$ cat config.mk
export PLATFORM = sky130hd
export DESIGN_NAME = rss_sequencer
export DESIGN_NICKNAME = d
export VERILOG_FILES = /design/src/pkg/rss_pkg.sv /design/src/rss_sequencer.sv
export VERILOG_INCLUDE_DIRS = /design/src /design/src/pkg
export SDC_FILE = /design/constraint.sdc
export NUM_CORES = 1
export LEC_CHECK = 0
export ABC_CLOCK_PERIOD_IN_PS = 5600
export BUFFER_PORTS_ARGS = -buffer_cell sky130_fd_sc_hd__buf_2
export CORE_MARGIN = 5
export CORE_UTILIZATION = 55
export DETAILED_ROUTE_END_ITERATION = 6
export PLACE_DENSITY_LB_ADDON = 0.3
export SLEW_MARGIN = 25
export SYNTH_ARGS = -nofsm -noshare
export SYNTH_HDL_FRONTEND = slang
export SYNTH_SLANG_ARGS = --single-unit
$ cat constraint.sdc
create_clock -name i_ref_clk -period 5.6 [get_ports i_ref_clk]
set_input_delay 0.84 -clock i_ref_clk [delete_from_list [all_inputs] [get_ports i_ref_clk]]
set_output_delay 0.84 -clock i_ref_clk [all_outputs]
set_load 0.005 [all_outputs]
$ cat src/pkg/rss_map.svh
`ifndef RSS_MAP_SVH
`define RSS_MAP_SVH
`define RSS_CLK_PERIOD_NS    10
`define RSS_PWRT_TIME_US     64
`define RSS_OST_TOSC         1024
`define RSS_FILT_TIME_NS     100
`define RSS_FILT_CYCLES      ((`RSS_FILT_TIME_NS + `RSS_CLK_PERIOD_NS - 1) / `RSS_CLK_PERIOD_NS)
`define RSS_PWRT_CYCLES      ((`RSS_PWRT_TIME_US * 1000 + `RSS_CLK_PERIOD_NS - 1) / `RSS_CLK_PERIOD_NS)
`define RSS_STACK_DEPTH      16
`define RSS_OSC_LP           3'h0
`define RSS_OSC_XT           3'h1
`define RSS_OSC_HS           3'h2
`endif

$ cat src/pkg/rss_pkg.sv
`default_nettype none
package rss_pkg;
  typedef enum logic [2:0] {
    RSS_ST_RESET = 3'h0,
    RSS_ST_PWRT  = 3'h1,
    RSS_ST_OST   = 3'h3,
    RSS_ST_PIN   = 3'h2,
    RSS_ST_RUN   = 3'h6
  } rss_state_t;

  typedef struct packed {
    logic stack_overflow_flag;
    logic stack_underflow_flag;
    logic reset_instr_flag_n;
    logic timeout_flag_n;
    logic powerdown_flag_n;
  } rss_flags_t;

  typedef struct packed {
    logic       ext_reset_pin_enable_cfg;
    logic       low_voltage_prog_cfg;
    logic       stack_fault_reset_enable;
    logic       powerup_timer_enable_n;
    logic [2:0] osc_mode;
  } rss_cfg_t;
endpackage
`default_nettype wire

$ cat src/rss_sequencer.sv
// Notes on behaviour
// - pin reset off only when enable and low-voltage-programming bits are both 0.
// - enabled pin held low keeps device in reset, nothing runs.
// - pin reset path filters out short low pulses.
// - no reset source ever drives the pin; it stays an input.
// - disabled pin is a plain input, pull-up under software control.
// - missing watchdog clear resets device and updates timeout/powerdown flags.
// - reset instruction resets device and clears its flag to 0.
// - with stack-fault enable, push past 16 or pop below 0 resets, sets flag.
// - leaving programming mode acts like a power-on reset with full start-up.
// - power-up timer optionally delays start after power-on/brown-out, active-low enable.
// - start waits for power-up timer, oscillator timer, and pin release.
// - timers run regardless of pin; run begins once the risen pin has passed the filter.
// - oscillator start-up lasts 1024 periods, only in three crystal modes.
`timescale 1ns/1ns
`default_nettype none
`include "rss_map.svh"
module rss_sequencer #(
  parameter int PWRT_CYCLES = `RSS_PWRT_CYCLES,
  parameter int OST_CYCLES  = `RSS_OST_TOSC,
  parameter int FILT_CYCLES = `RSS_FILT_CYCLES,
  parameter int STACK_DEPTH = `RSS_STACK_DEPTH
) (
  input  wire logic              i_ref_clk,
  input  wire logic              i_rst_n,
  input  wire logic              i_por,
  input  wire logic              i_brownout_reset,
  input  wire logic              i_prog_mode,
  input  wire rss_pkg::rss_cfg_t i_cfg,
  input  wire logic              i_ext_reset_pin,
  input  wire logic              i_osc_tick,
  input  wire logic              i_wdt_timeout,
  input  wire logic              i_sleep_wdt,
  input  wire logic              i_reset_instr,
  input  wire logic              i_stack_push,
  input  wire logic              i_stack_pop,
  input  wire logic              i_sw_pullup_en,
  input  wire logic              i_clear_flags,
  output logic                   o_core_reset,
  output logic                   o_pin_reset_en,
  output logic                   o_pin_gpio,
  output logic                   o_pin_pullup_en,
  output logic                   o_pin_out,
  output logic                   o_pin_oe_n,
  output rss_pkg::rss_flags_t    o_flags,
  output logic [4:0]             o_stack_level
);
  rss_pkg::rss_state_t state_reg;
  rss_pkg::rss_state_t state_next;
  logic        pin_en;
  logic        sync1_reg;
  logic        sync2_reg;
  logic        filt_low_reg;
  logic [15:0] filt_cnt_reg;
  logic [31:0] pwrt_cnt_reg;
  logic [15:0] ost_cnt_reg;
  logic        cold;
  logic        warm_reset;
  logic        ovf;
  logic        unf;
  logic        crystal;
  logic        pwrt_done;
  logic        ost_done;
  logic        pin_held;

  assign pin_en = i_cfg.ext_reset_pin_enable_cfg | i_cfg.low_voltage_prog_cfg;
  assign cold = i_por | i_brownout_reset | i_prog_mode;
  assign crystal = (i_cfg.osc_mode == `RSS_OSC_LP) | (i_cfg.osc_mode == `RSS_OSC_XT)
                 | (i_cfg.osc_mode == `RSS_OSC_HS);
  assign ovf = i_stack_push & ~i_stack_pop & (o_stack_level == 5'(STACK_DEPTH));
  assign unf = i_stack_pop & ~i_stack_push & (o_stack_level == 5'h00);
  assign warm_reset = i_wdt_timeout | i_reset_instr
                    | (i_cfg.stack_fault_reset_enable & (ovf | unf));
  assign pin_held = pin_en & filt_low_reg;
  assign pwrt_done = i_cfg.powerup_timer_enable_n | (pwrt_cnt_reg >= 32'(PWRT_CYCLES));
  assign ost_done = ~crystal | (ost_cnt_reg >= 16'(OST_CYCLES));

  // two-flop synchroniser, then the filter reads the second flop only
  always_ff @(posedge i_ref_clk or negedge i_rst_n)
  begin
    if (!i_rst_n)
    begin
      sync1_reg <= 1'b1;
      sync2_reg <= 1'b1;
    end
    else
    begin
      sync1_reg <= i_ext_reset_pin;
      sync2_reg <= sync1_reg;
    end
  end

  // level must persist FILT_CYCLES before the filtered state flips
  always_ff @(posedge i_ref_clk or negedge i_rst_n)
  begin
    if (!i_rst_n)
    begin
      filt_low_reg <= 1'b0;
      filt_cnt_reg <= 16'h0000;
    end
    else if (sync2_reg == ~filt_low_reg)
      filt_cnt_reg <= 16'h0000;
    else if (filt_cnt_reg >= 16'(FILT_CYCLES - 1))
    begin
      filt_low_reg <= ~filt_low_reg;
      filt_cnt_reg <= 16'h0000;
    end
    else
      filt_cnt_reg <= filt_cnt_reg + 16'h0001;
  end

  // timers ignore the pin so both may expire while it is held low
  always_ff @(posedge i_ref_clk or negedge i_rst_n)
  begin
    if (!i_rst_n)
    begin
      pwrt_cnt_reg <= 32'h0000_0000;
      ost_cnt_reg  <= 16'h0000;
    end
    else if (cold)
    begin
      pwrt_cnt_reg <= 32'h0000_0000;
      ost_cnt_reg  <= 16'h0000;
    end
    else
    begin
      if (state_reg == rss_pkg::RSS_ST_PWRT && !pwrt_done)
        pwrt_cnt_reg <= pwrt_cnt_reg + 32'h0000_0001;
      if (state_reg == rss_pkg::RSS_ST_OST && !ost_done && i_osc_tick)
        ost_cnt_reg <= ost_cnt_reg + 16'h0001;
    end
  end

  always_comb
  begin
    state_next = state_reg;
    case (state_reg)
      rss_pkg::RSS_ST_RESET: state_next = rss_pkg::RSS_ST_PWRT;
      rss_pkg::RSS_ST_PWRT:  if (pwrt_done) state_next = rss_pkg::RSS_ST_OST;
      rss_pkg::RSS_ST_OST:   if (ost_done) state_next = rss_pkg::RSS_ST_PIN;
      rss_pkg::RSS_ST_PIN:   if (!pin_held) state_next = rss_pkg::RSS_ST_RUN;
      rss_pkg::RSS_ST_RUN:   if (pin_held || warm_reset) state_next = rss_pkg::RSS_ST_PIN;
      default:               state_next = rss_pkg::RSS_ST_RESET;
    endcase
    if (cold)
      state_next = rss_pkg::RSS_ST_RESET;
  end

  always_ff @(posedge i_ref_clk or negedge i_rst_n)
  begin
    if (!i_rst_n)
      state_reg <= rss_pkg::RSS_ST_RESET;
    else
      state_reg <= state_next;
  end

  always_ff @(posedge i_ref_clk or negedge i_rst_n)
  begin
    if (!i_rst_n)
      o_core_reset <= 1'b1;
    else
      o_core_reset <= (state_next != rss_pkg::RSS_ST_RUN);
  end

  // stack depth tracker, cleared by any reset
  always_ff @(posedge i_ref_clk or negedge i_rst_n)
  begin
    if (!i_rst_n)
      o_stack_level <= 5'h00;
    else if (state_reg != rss_pkg::RSS_ST_RUN || warm_reset || cold)
      o_stack_level <= 5'h00;
    else if (i_stack_push && !i_stack_pop && !ovf)
      o_stack_level <= o_stack_level + 5'h01;
    else if (i_stack_pop && !i_stack_push && !unf)
      o_stack_level <= o_stack_level - 5'h01;
  end

  // cause flags; a new cause wins over a software clear in the same cycle
  always_ff @(posedge i_ref_clk or negedge i_rst_n)
  begin
    if (!i_rst_n)
      o_flags <= 5'h07;
    else if (cold)
      o_flags <= 5'h07;
    else
    begin
      if (i_cfg.stack_fault_reset_enable && ovf)
        o_flags.stack_overflow_flag <= 1'b1;
      else if (i_clear_flags)
        o_flags.stack_overflow_flag <= 1'b0;
      if (i_cfg.stack_fault_reset_enable && unf)
        o_flags.stack_underflow_flag <= 1'b1;
      else if (i_clear_flags)
        o_flags.stack_underflow_flag <= 1'b0;
      if (i_reset_instr)
        o_flags.reset_instr_flag_n <= 1'b0;
      else if (i_clear_flags)
        o_flags.reset_instr_flag_n <= 1'b1;
      if (i_wdt_timeout)
      begin
        o_flags.timeout_flag_n   <= 1'b0;
        o_flags.powerdown_flag_n <= ~i_sleep_wdt;
      end
      else if (i_clear_flags)
      begin
        o_flags.timeout_flag_n   <= 1'b1;
        o_flags.powerdown_flag_n <= 1'b1;
      end
    end
  end

  // pin is never driven: output enable stays high (off)
  always_ff @(posedge i_ref_clk or negedge i_rst_n)
  begin
    if (!i_rst_n)
    begin
      o_pin_out       <= 1'b0;
      o_pin_oe_n      <= 1'b1;
      o_pin_reset_en  <= 1'b0;
      o_pin_gpio      <= 1'b1;
      o_pin_pullup_en <= 1'b1;
    end
    else
    begin
      o_pin_out       <= 1'b0;
      o_pin_oe_n      <= 1'b1;
      o_pin_reset_en  <= pin_en;
      o_pin_gpio      <= sync2_reg;
      o_pin_pullup_en <= pin_en | i_sw_pullup_en;
    end
  end
endmodule
`default_nettype wire

; After elaboration in Yosys (flattened, before gate mapping)
; Index checks and enable logic that the tools add are counted.
[op_classes]
addsub = 5
n_lt_le_gt_ge = 3
n_eq_ne = 10
mux = 23
bitwise = 23
reduce_logical = 29
[ops]
columns = cell, n
row1 = two-way mux 16 bit, 4
row2 = two-way mux 32 bit, 2
row3 = "adder 16 x 1 -> 16 bit, second input constant", 2
row4 = "adder 32 x 1 -> 32 bit, second input constant", 1
row5 = ">= comparator 32 x 13 -> 1 bit, second input constant", 1
row6 = two-way mux 5 bit, 4
row7 = ">= comparator 16 x 11 -> 1 bit, second input constant", 1
row8 = ">= comparator 16 x 4 -> 1 bit, second input constant", 1
row9 = two-way mux 3 bit, 5
row10 = one-hot mux 3 bit (5 select lines), 1
row11 = nonzero test 3 bit, 5
row12 = OR 1 bit, 11
row13 = "== test 3 x 2 -> 1 bit, second input constant", 3
row14 = logical AND 1 bit, 9
row15 = bitwise AND 1 bit, 6
row16 = "== test 3 x 1 -> 1 bit, second input constant", 2
row17 = zero test 1 bit, 6
row18 = zero test 3 bit, 2
row19 = "!= test 3 bit, second input constant", 2
row20 = NOT 1 bit, 6
row21 = "adder 5 x 1 -> 5 bit, second input constant", 1
row22 = "== test 5 bit, second input constant", 1
row23 = zero test 5 bit, 1
row24 = two-way mux 1 bit, 5
row25 = other kinds (7), 11
[word_totals]
reg_bits = 84
input_bits = 21
output_inout_bits = 16
word_cells = 110

; Longest topological paths before layout
; Gate-level depths: netlist (run 1).
[depth]
ltp_word = 11
ltp_mapped = 9
mapped_depth_nobuf = 9

; Least setup slack after synthesis (run 1)
; No wires, ideal clock.
[synth_timing]
kind = input -> register
start = in i_stack_pop
end = reg o_stack_level[4]
setup_time_ps = 84
t_arrival_ps = 2392
required_time_ps = 5516
path_slack_ps = 3123
path_stages = 9
n_path_buf = 0
path_cell_list = nand2b_1 -> a21oi_1 -> inv_1 -> ha_1 -> nand2b_1 -> a21oi_1 -> and3b_1 -> or3_1 -> a31oi_1
[synth_between]
elab_chain_cells = 9
word_cells_on_any_way = 20
classes_between = mux (2) / bitwise (8) / reduce/logical (10)
[synth_lines]
columns = item, line_no
row1 = start: declaration, rss_sequencer.sv:36  ; input wire logic i_stack_pop,
row2 = NOT 1 bit, rss_sequencer.sv:70  ; assign ovf = i_stack_push & ~i_stack_pop & (o_stack_level == 5'(STACK_DEPTH));
row3 = bitwise AND 1 bit (2 in series), rss_sequencer.sv:70
row4 = OR 1 bit, rss_sequencer.sv:73  ; | (i_cfg.stack_fault_reset_enable & (ovf | unf));
row5 = bitwise AND 1 bit, rss_sequencer.sv:73
row6 = OR 1 bit, rss_sequencer.sv:73
row7 = logical OR 1 bit (2 in series), rss_sequencer.sv:170  ; else if (state_reg != rss_pkg::RSS_ST_RUN || warm_reset || cold)
row8 = nonzero test 3 bit (no line) / two-way mux 5 bit (equally long branches), -
row9 = end signal: assignment, rss_sequencer.sv:173  ; o_stack_level <= o_stack_level + 5'h01;
row10 = end signal: assignment, rss_sequencer.sv:175  ; o_stack_level <= o_stack_level - 5'h01;
row11 = end: declaration, rss_sequencer.sv:46  ; output logic [4:0] o_stack_level
; Parallel ways exist; a longest one is shown, timed or not.
; A chain may end at the register's enable or synchronous reset.

; Worst setup path after layout (run 1)
[layout_timing]
start = in i_brownout_reset
end = reg o_stack_level[3]
[layout_between]
elab_chain_cells = 4
word_cells_on_any_way = 5
classes_between = mux (1) / bitwise (2) / reduce/logical (2)
[layout_lines]
columns = item, line_no
row1 = start: declaration, rss_sequencer.sv:27  ; input wire logic i_brownout_reset,
row2 = OR 1 bit * (2 in series), rss_sequencer.sv:67  ; assign cold = i_por | i_brownout_reset | i_prog_mode;
row3 = logical OR 1 bit *, rss_sequencer.sv:170
row4 = nonzero test 3 bit (no line) / two-way mux 5 bit (equally long branches), -
; Mark *: on every way between the ends. The rest lies on a longest branch, timed or not.

==> results of run 1 <==
[worst max-delay path by stage]
| stage | end | cells after the start | startpoint |
|---|---|---|---|
| 2_1_floorplan | o_stack_level[4] | 9 | i_stack_pop |
| 3_3_place_gp | o_stack_level[3] | 6 | i_brownout_reset |
| 3_5_place_dp | o_stack_level[3] | 6 | i_brownout_reset |
| 4_1_cts | o_stack_level[3] | 6 | i_brownout_reset |
| 5_1_grt | o_stack_level[2] | 6 | i_brownout_reset |
| 6_report | o_stack_level[3] | 6 | i_brownout_reset |
[logic make-up after synthesis]
logic type,count (synthesis),share of synthesized area
XOR/XNOR,17,0.0404
multiplexers,4,0.0122
AO/OA/AOI/OAI,40,0.0700
AND/OR/NAND/NOR,153,0.230
adder cells (fa/ha/maj),11,0.0394
buffers and inverters,29,0.0319
other,2,0.00204
flip-flops,84,0.574
[placed cells by master, fill, tap and decap left out, types with 4 or more instances in the layout]
cell type	count
xor2_1	4
dfstp_2	8
and3_1	5
clkbuf_8	9
nand4_1	6
nor4_1	12
inv_1	20
a21oi_1	15
nand3_1	14
or3_1	9
buf_2	33
nor3_1	7
conb_1	14
ha_1	10
xnor2_1	13
nand2_1	16
o21ai_0	9
nor2_1	37
nand2b_1	4
mux2_2	4
dfrtp_1	76
and2_1	24
[layer usage]
| layer | up-vias | routed length (µm) | GRT usage |
|---|---|---|---|
| li1 | 1249 | - | - |
| met1 | 1245 | 3050 | 0.226 |
| met2 | 56 | 3050 | 0.267 |
| met3 | 10 | 325 | 0.0401 |
| met4 | 0 | 111 | 0.0668 |
| met5 | - | 0 | 0 |
[layout make-up]
cell class / count / area share
Sequential cell: 84 / 0.501
Multi-Input combinational cell: 239 / 0.357
Timing Repair Buffer: 35 / 0.0436
Clock buffer: 9 / 0.0294
Clock inverter: 7 / 0.0291
Tap cell: 77 / 0.0228
Inverter: 20 / 0.0178
[worst reg2reg max path: cells and delay by family (launching register included)]
kind | cells | cell delay, ns
and+or+nand+nor | 4 | 1.05
AOI/OAI and AO/OA | 3 | 0.60
DFF | 1 | 0.45
adders and majority gates | 1 | 0.44
[power breakdown]
group / switching, mW / internal, mW
clock: 0.214 / 0.298
combinational: 0.0292 / 0.0129
sequential: 0.00330 / 0.615
[stage by stage]
step	hold WS (ns)	cell area [µm²]	setup slack (ns)	std cells
after floorplan	0.345	3730	3.12	352
after global placement	0.346	3970	2.52	455
after detailed placement	0.356	3970	2.43	455
after CTS	0.370	4210	2.80	471
after global routing	0.378	4220	2.73	471
final	0.369	4220	2.87	471
==> results by group, run 1 <==
Timing
  – Period utilisation layout: 0.487
  – Max Clock Freq: ~370 MHz
  – Slew Limit Headroom: 0.526
  – Final setup viols: 0
  – Unrepaired setup endpoints after global routing: false
  – Final Slew Violations: 0
  – Final min period: 2.73 ns
  – Final Hold Fails: 0
  – Clock Skew: between 0.008 and 0.009 ns
  – Tightest Pin Transition: 0.711 ns
  – Final TNS setup: 0 ns

Logic synthesis
  – Primary FF master, synth: dfrtp_1
  – Post-synthesis sequential area ratio: 0.574
  – Synth top cells by count: dfrtp_1, nor2_1, and2_1
  – Share of synthesized registers carrying an async set or reset: 1.00
  – Register bit total from synthesis: 84
  – Top post-synthesis cells by area: dfrtp_1, dfstp_2, and2_1
  – Count leader, synth: dfrtp_1
  – Post-synthesis cell count: 340
  – Yosys cell types: 45
  – Synth Area per Inst: around 11 µm²
  – Share of the synthesized area in the top cell type: 0.516
  – Yosys Warn Count: 0
  – Leading area contributor after synthesis: dfrtp_1
  – Post-Syn Area: 3680 µm²
  – Number of synthesized flops with an enable pin: 0

CTS
  – CTS Hold Buffers Added: 0
  – Clk buf depth: 2
  – Resized cells post-CTS: 0
  – Sink Count: 84
  – Clk Latency, worst-skew pair: about 0.35 ns
  – Cts bufs inserted: 9
  – H-tree levels: 3
  – Reg clk slew, reported paths: 0.08 ns
  – CTS root buf: clkbuf_8
  – TritonCTS clock tree: done
  – Post-CTS setup repair buffer count: 0

Cells and area
  – Fillers: 529
  – Area Overhead vs Synth: 14.5%
  – Layout Utilization: 0.657
  – Final nets: 421
  – Ant diodes: 0
  – Share of cells above drive strength 1: 0.188
  – Area occupied by multi-input gates: between 1500 and 2000 µm²
  – Register area: 2110 µm²
  – Max FFs per register: 32

Global route
  – Vias in the first global route: 2538
  – Grt ovf: 0
  – First-pass GRT wire length: 11500 µm
  – Initial antenna violation count: 0
  – Largest net degree at the start of global routing: 85
  – Tot GR Track Use: 0.169

Setup path
  – CP arrival: 2.97 ns
  – R2R setup slack: 2.94 ns
  – Critical Path RT: between 5 and 6 ns
  – Max incr delay on CP: about 0.75 ns
  – R2r startpoint: o_stack_level[1]
  – CP bufs+invs: 1
  – Crit end category: flip-flop
  – R2R Path End: o_stack_level[4]
  – Cells along the critical path: buf_2 > or3_2 > nor2_1 > nand4_1 > a211oi_2 > mux2_2
  – Delay-heaviest family, CP: simple AND/OR/NAND/NOR gates
  – Crit Path Max Fanout: 29
  – Crit start category: input pin
  – Worst Setup Path Type: in2reg
  – Cells on worst reg2reg path: 8
  – Slowest CP cell: or3_2

Detailed routing
  – Routed Antenna Nets: 0
  – DRC Markers: 0
  – 1st-iter DRT viols: ~140
  – Pre-antenna DRT Iters: 4
  – Wire per inst: between 10 and 15 µm
  – Vias per Instance: 5.44
  – Routed vias: 2560
  – Drt total wl: 6530 µm

Power and ir drop
  – Total power: approximately 1.2 mW
  – PwrDens: around 280 nW/µm²
  – Leakage power: about 1.9 nW
  – Worst VDD drop: 160 µV

Min path
  – Hold crit path type: reg2reg
  – Min-delay src: sync1_reg
  – Hold Path End: sync2_reg
  – Hold depth: 0

Floorplanning
  – Rows: 29
  – Die height: just over 90 µm
  – IO Pins: 37
  – Die W: roughly 92 µm
  – Starting Density: 0.573
  – Core ar.: about 6400 µm²
  – DIE AREA: 8430 µm²

Placement
  – Final RePlAce weighted congestion: 0.831
  – IO buf count: 34
  – Detail Placement HPWL: 4520 µm

Flow run
  – Max Cap Violations: 0

Status
  – Status: finished clean
Note: power is estimated with default switching activity, not from simulation.
==> run 2, diff against run 1 <==
Settings changed: ABC_AREA set to 1, ABC_CLOCK_PERIOD_IN_PS 5600 to 2200, CORE_UTILIZATION 55 to 53.
Clock period 5.6 ns to 2.2 ns, I/O delays scaled along.
==> run 2 against run 1 <==
  * Count of clock-buffer cells in the layout rose by 2
  * Synthesized area rose by 12%
  * Clock power rose by 110%
  * Via count increased by 23%
  * Cell count rose by 37%
  * Critical endpoint unchanged
  * Largest power group unchanged
==> results by group, run 2 <==
CTS
  – Post-CTS setup repair buffer count: 0 (unchanged)
  – H-tree levels: 3 (unchanged)
  – Sink Count: 84 (unchanged)
  – TritonCTS clock tree: done
  – Clk buf depth: 2 (unchanged)
  – Cts bufs inserted: 9 (unchanged)
  – CTS root buf: clkbuf_8
  – Clk Latency, worst-skew pair: 0.35 ns (about the same)
  – Reg clk slew, reported paths: 0.08 ns (about the same)

Cells and area
  – Register area: 2110 µm² (unchanged)
  – Final nets: 571 (+36%)
  – Non-filler instance count after layout: 646 (+37%)
  – Area occupied by multi-input gates: 1710 µm² (+14%)
  – Most common cell after layout, fill and taps aside: nand2_1
  – Share of cells above drive strength 1: 0.162 (-0.0261)
  – Max FFs per register: 32 (unchanged)
  – Area Overhead vs Synth: 12.2%
  – Most frequent cells in the layout: nand2_1, nor2_1, dfrtp_1, inv_1, nand3_1
  – Fillers: 682 (+29%)
  – Ant diodes: 0 (unchanged)

Setup path
  – Crit. path cell count: 12 (+6)
  – Critical Path RT: 2.45 ns (-3.39 ns)
  – Crit Path Max Fanout: 7 (-76%)
  – Crit end category: flip-flop
  – Worst Setup Path Type: reg2reg
  – R2R setup slack: 0.24 ns (-2.70 ns)
  – Most used cell, CP: nand2_1
  – R2R Path End: o_stack_level[3]
  – Worst Setup EP: o_stack_level[3]
  – Slowest CP cell: dfrtp_1
  – CP bufs+invs: 2 (+1)
  – Max incr delay on CP: 0.43 ns (-0.32 ns)
  – Critical Path Start: o_stack_level[0]
  – CP arrival: 2.21 ns (-0.76 ns)
  – Delay-heaviest family, CP: simple AND/OR/NAND/NOR gates
  – Cells on worst reg2reg path: 12 (+4)
  – Crit start category: flip-flop
  – Cells along the critical path: nor2_2 > nand3_1 > nand2_2 > ha_1 > a21oi_1 > nand2_1 > xnor2_1 > inv_1 > nand2_1 > nand2_1 > nand2_1 > inv_1
  – R2r startpoint: o_stack_level[0]

Global route
  – First-pass GRT wire length: 13400 µm (+16%)
  – Met2 usage: 0.288 (+0.0209)
  – Grt peak-use layer: met2
  – Grt ovf: 0 (unchanged)
  – Initial antenna violation count: 0 (unchanged)
  – Vias in the first global route: 3096 (+22%)
  – Tot GR Track Use: 0.168 (about the same)
  – Met1 Use GR: 0.209 (-0.0168)
  – GR Util met3: 0.0414 (+0.00133)
  – Largest net degree at the start of global routing: 50 (-41%)

Power and ir drop
  – Reg power frac: 0.566 (+0.039)
  – PwrDens: 599 nW/µm² (+120%)
  – Net Sw Power: 642 µW (+160%)
  – Comb pwr share: 0.047 (+0.011)
  – Sw Ratio: 0.231 (+0.0209)
  – Internal power: 2.14 mW (+130%)
  – Worst VDD drop: 428 µV (+170%)
  – Clock share of power: 0.387 (-0.050)
  – Leakage power: 2.21 nW (+16%)
  – Total power: 2.78 mW (+140%)

Detailed routing
  – Wire per inst: 11.6 µm (-16%)
  – 1st-iter DRT viols: 148 (+3.5%)
  – Routed vias: 3145 (+23%)
  – DRC Markers: 0 (unchanged)
  – Pre-antenna DRT Iters: 4 (unchanged)
  – Routed Antenna Nets: 0 (unchanged)
  – Drt total wl: 7480 µm (+15%)
  – Vias per Instance: 4.87 (-10%)

Flow run
  – Max Cap Violations: 0 (unchanged)

Logic synthesis
  – Share of the synthesized area in the top cell type: 0.460 (-0.0562)
  – Leading area contributor after synthesis: dfrtp_1
  – Primary FF master, synth: dfrtp_1
  – Count leader, synth: nand2_1
  – Share of synthesized registers carrying an async set or reset: 1.00 (unchanged)
  – Synth top cells by count: nand2_1, nor2_1, dfrtp_1
  – Post-synthesis sequential area ratio: 0.511 (-0.0624)
  – Yosys cell types: 42 (-6.7%)
  – Yosys Warn Count: 0 (unchanged)
  – Number of synthesized flops with an enable pin: 0 (unchanged)
  – Register bit total from synthesis: 84 (unchanged)
  – Top post-synthesis cells by area: dfrtp_1, nand2_1, nor2_1
  – Post-synthesis cell count: 491 (+44%)
  – Post-Syn Area: 4130 µm² (+12%)
  – Synth Area per Inst: 8.41 µm² (-22%)

Placement
  – Final RePlAce weighted congestion: 0.894 (+7.7%)
  – IO buf count: 34 (unchanged)
  – Post-placement cell count: 629 (+38%)
  – Detail Placement HPWL: 5310 µm (+18%)

Status
  – Status: finished clean

Timing
  – Worst hold slack: 0.0714 ns (-0.298 ns)
  – Period utilisation layout: 0.889
  – Final Slew Violations: 0 (unchanged)
  – Clock Skew: 0.00905 ns (+0.000642 ns)
  – Final Hold Fails: 0 (unchanged)
  – Final setup viols: 0 (unchanged)
  – Slew Limit Headroom: 0.592 (+0.0664)
  – Max Clock Freq: 511 MHz
  – Tightest Pin Transition: 0.611 ns (-0.0996 ns)
  – Unrepaired setup endpoints after global routing: false
  – Final TNS setup: 0 ns (unchanged)
  – Final min period: 1.96 ns

Floorplanning
  – IO Pins: 37 (unchanged)
  – DIE AREA: 9660 µm² (+15%)
  – Starting Density: 0.540 (-0.0331)
  – Core ar.: 7650 µm² (+19%)
  – Die W: 98.3 µm (+7.0%)
  – Die height: 98.3 µm (+7.0%)
  – Rows: 32 (+10%)

Min path
  – Hold depth: 1 (+1)
  – Hold crit path type: in2reg
-- run 2: cell types whose count changed in the layout (fill, tap and decap cells not counted), moves of 12 or more --
cell,before,now
nand2_1,16,96
and2_1,24,0
nand3_1,14,50
nor2_1,37,76
nor4_1,12,0
inv_1,20,65
-- run 2: what timing repair did --
item	CTS	global route
endpoints found under the setup margin	0	2
hold buffers	1	0
resized for setup	0	3
endpoints found under the hold margin	6	0
-- run 2: layout make-up --
class                      count  share of cell area
multi-input combinational    331               0.369
inverter                      74              0.0602
sequential                    84               0.456
clock inverter                 5              0.0132
tap                          102              0.0275
timing repair buffer          39              0.0459
clock buffer                  11              0.0283
-- run 2: cells by family (layout without fill, tap and decap cells) --
family                   count (synthesis)  count (layout)  share of synthesized area
adder cells (fa/ha/maj)                 11              11                     0.0351
XOR/XNOR                                16              16                     0.0339
AO/OA/AOI/OAI                           26              26                     0.0385
AND/OR/NAND/NOR                        264             264                      0.292
buffers and inverters                   88             129                     0.0872
flip-flops                              84              84                      0.511
other                                    2              14                    0.00182
-- run 2: worst min-delay path by stage --
stage | startpoint | to | slack, ns
floorplan | i_rst_n | filt_cnt_reg[0] | 0.03
global placement | sync1_reg | sync2_reg | 0.35
detailed placement | sync1_reg | sync2_reg | 0.35
CTS | i_ext_reset_pin | sync1_reg | 0.05
global route | i_ext_reset_pin | sync1_reg | 0.05
finish | i_ext_reset_pin | sync1_reg | 0.07
-- run 2: metrics by stage --
| stage | cell area (µm²) | util | setup WS (ns) |
|---|---|---|---|
| 3_3_place_gp | 4430 | 0.579 | 0.247 |
| 2_1_floorplan | 4180 | - | 0.374 |
| 3_5_place_dp | 4430 | 0.579 | 0.152 |
| 4_1_cts | 4630 | 0.605 | 0.107 |
| 5_1_grt | 4640 | 0.606 | 0.0186 |
| 6_report | 4640 | 0.606 | 0.244 |
-- run 2: power groups by stage --
stage               clock [mW]  combinational, mW  sequential [mW]
floorplan                    0             0.0629             1.60
global placement             0              0.128             1.60
detailed placement           0              0.130             1.60
CTS                       1.11              0.132             1.57
global route              1.18              0.151             1.58
finish                    1.08              0.130             1.57
-- run 2: metal layers --
| layer | wire length (µm) | up-vias |
|---|---|---|
| li1 | - | 1610 |
| met1 | 3440 | 1470 |
| met2 | 3640 | 55 |
| met3 | 306 | 10 |
| met4 | 104 | 0 |
| met5 | 0 | - |
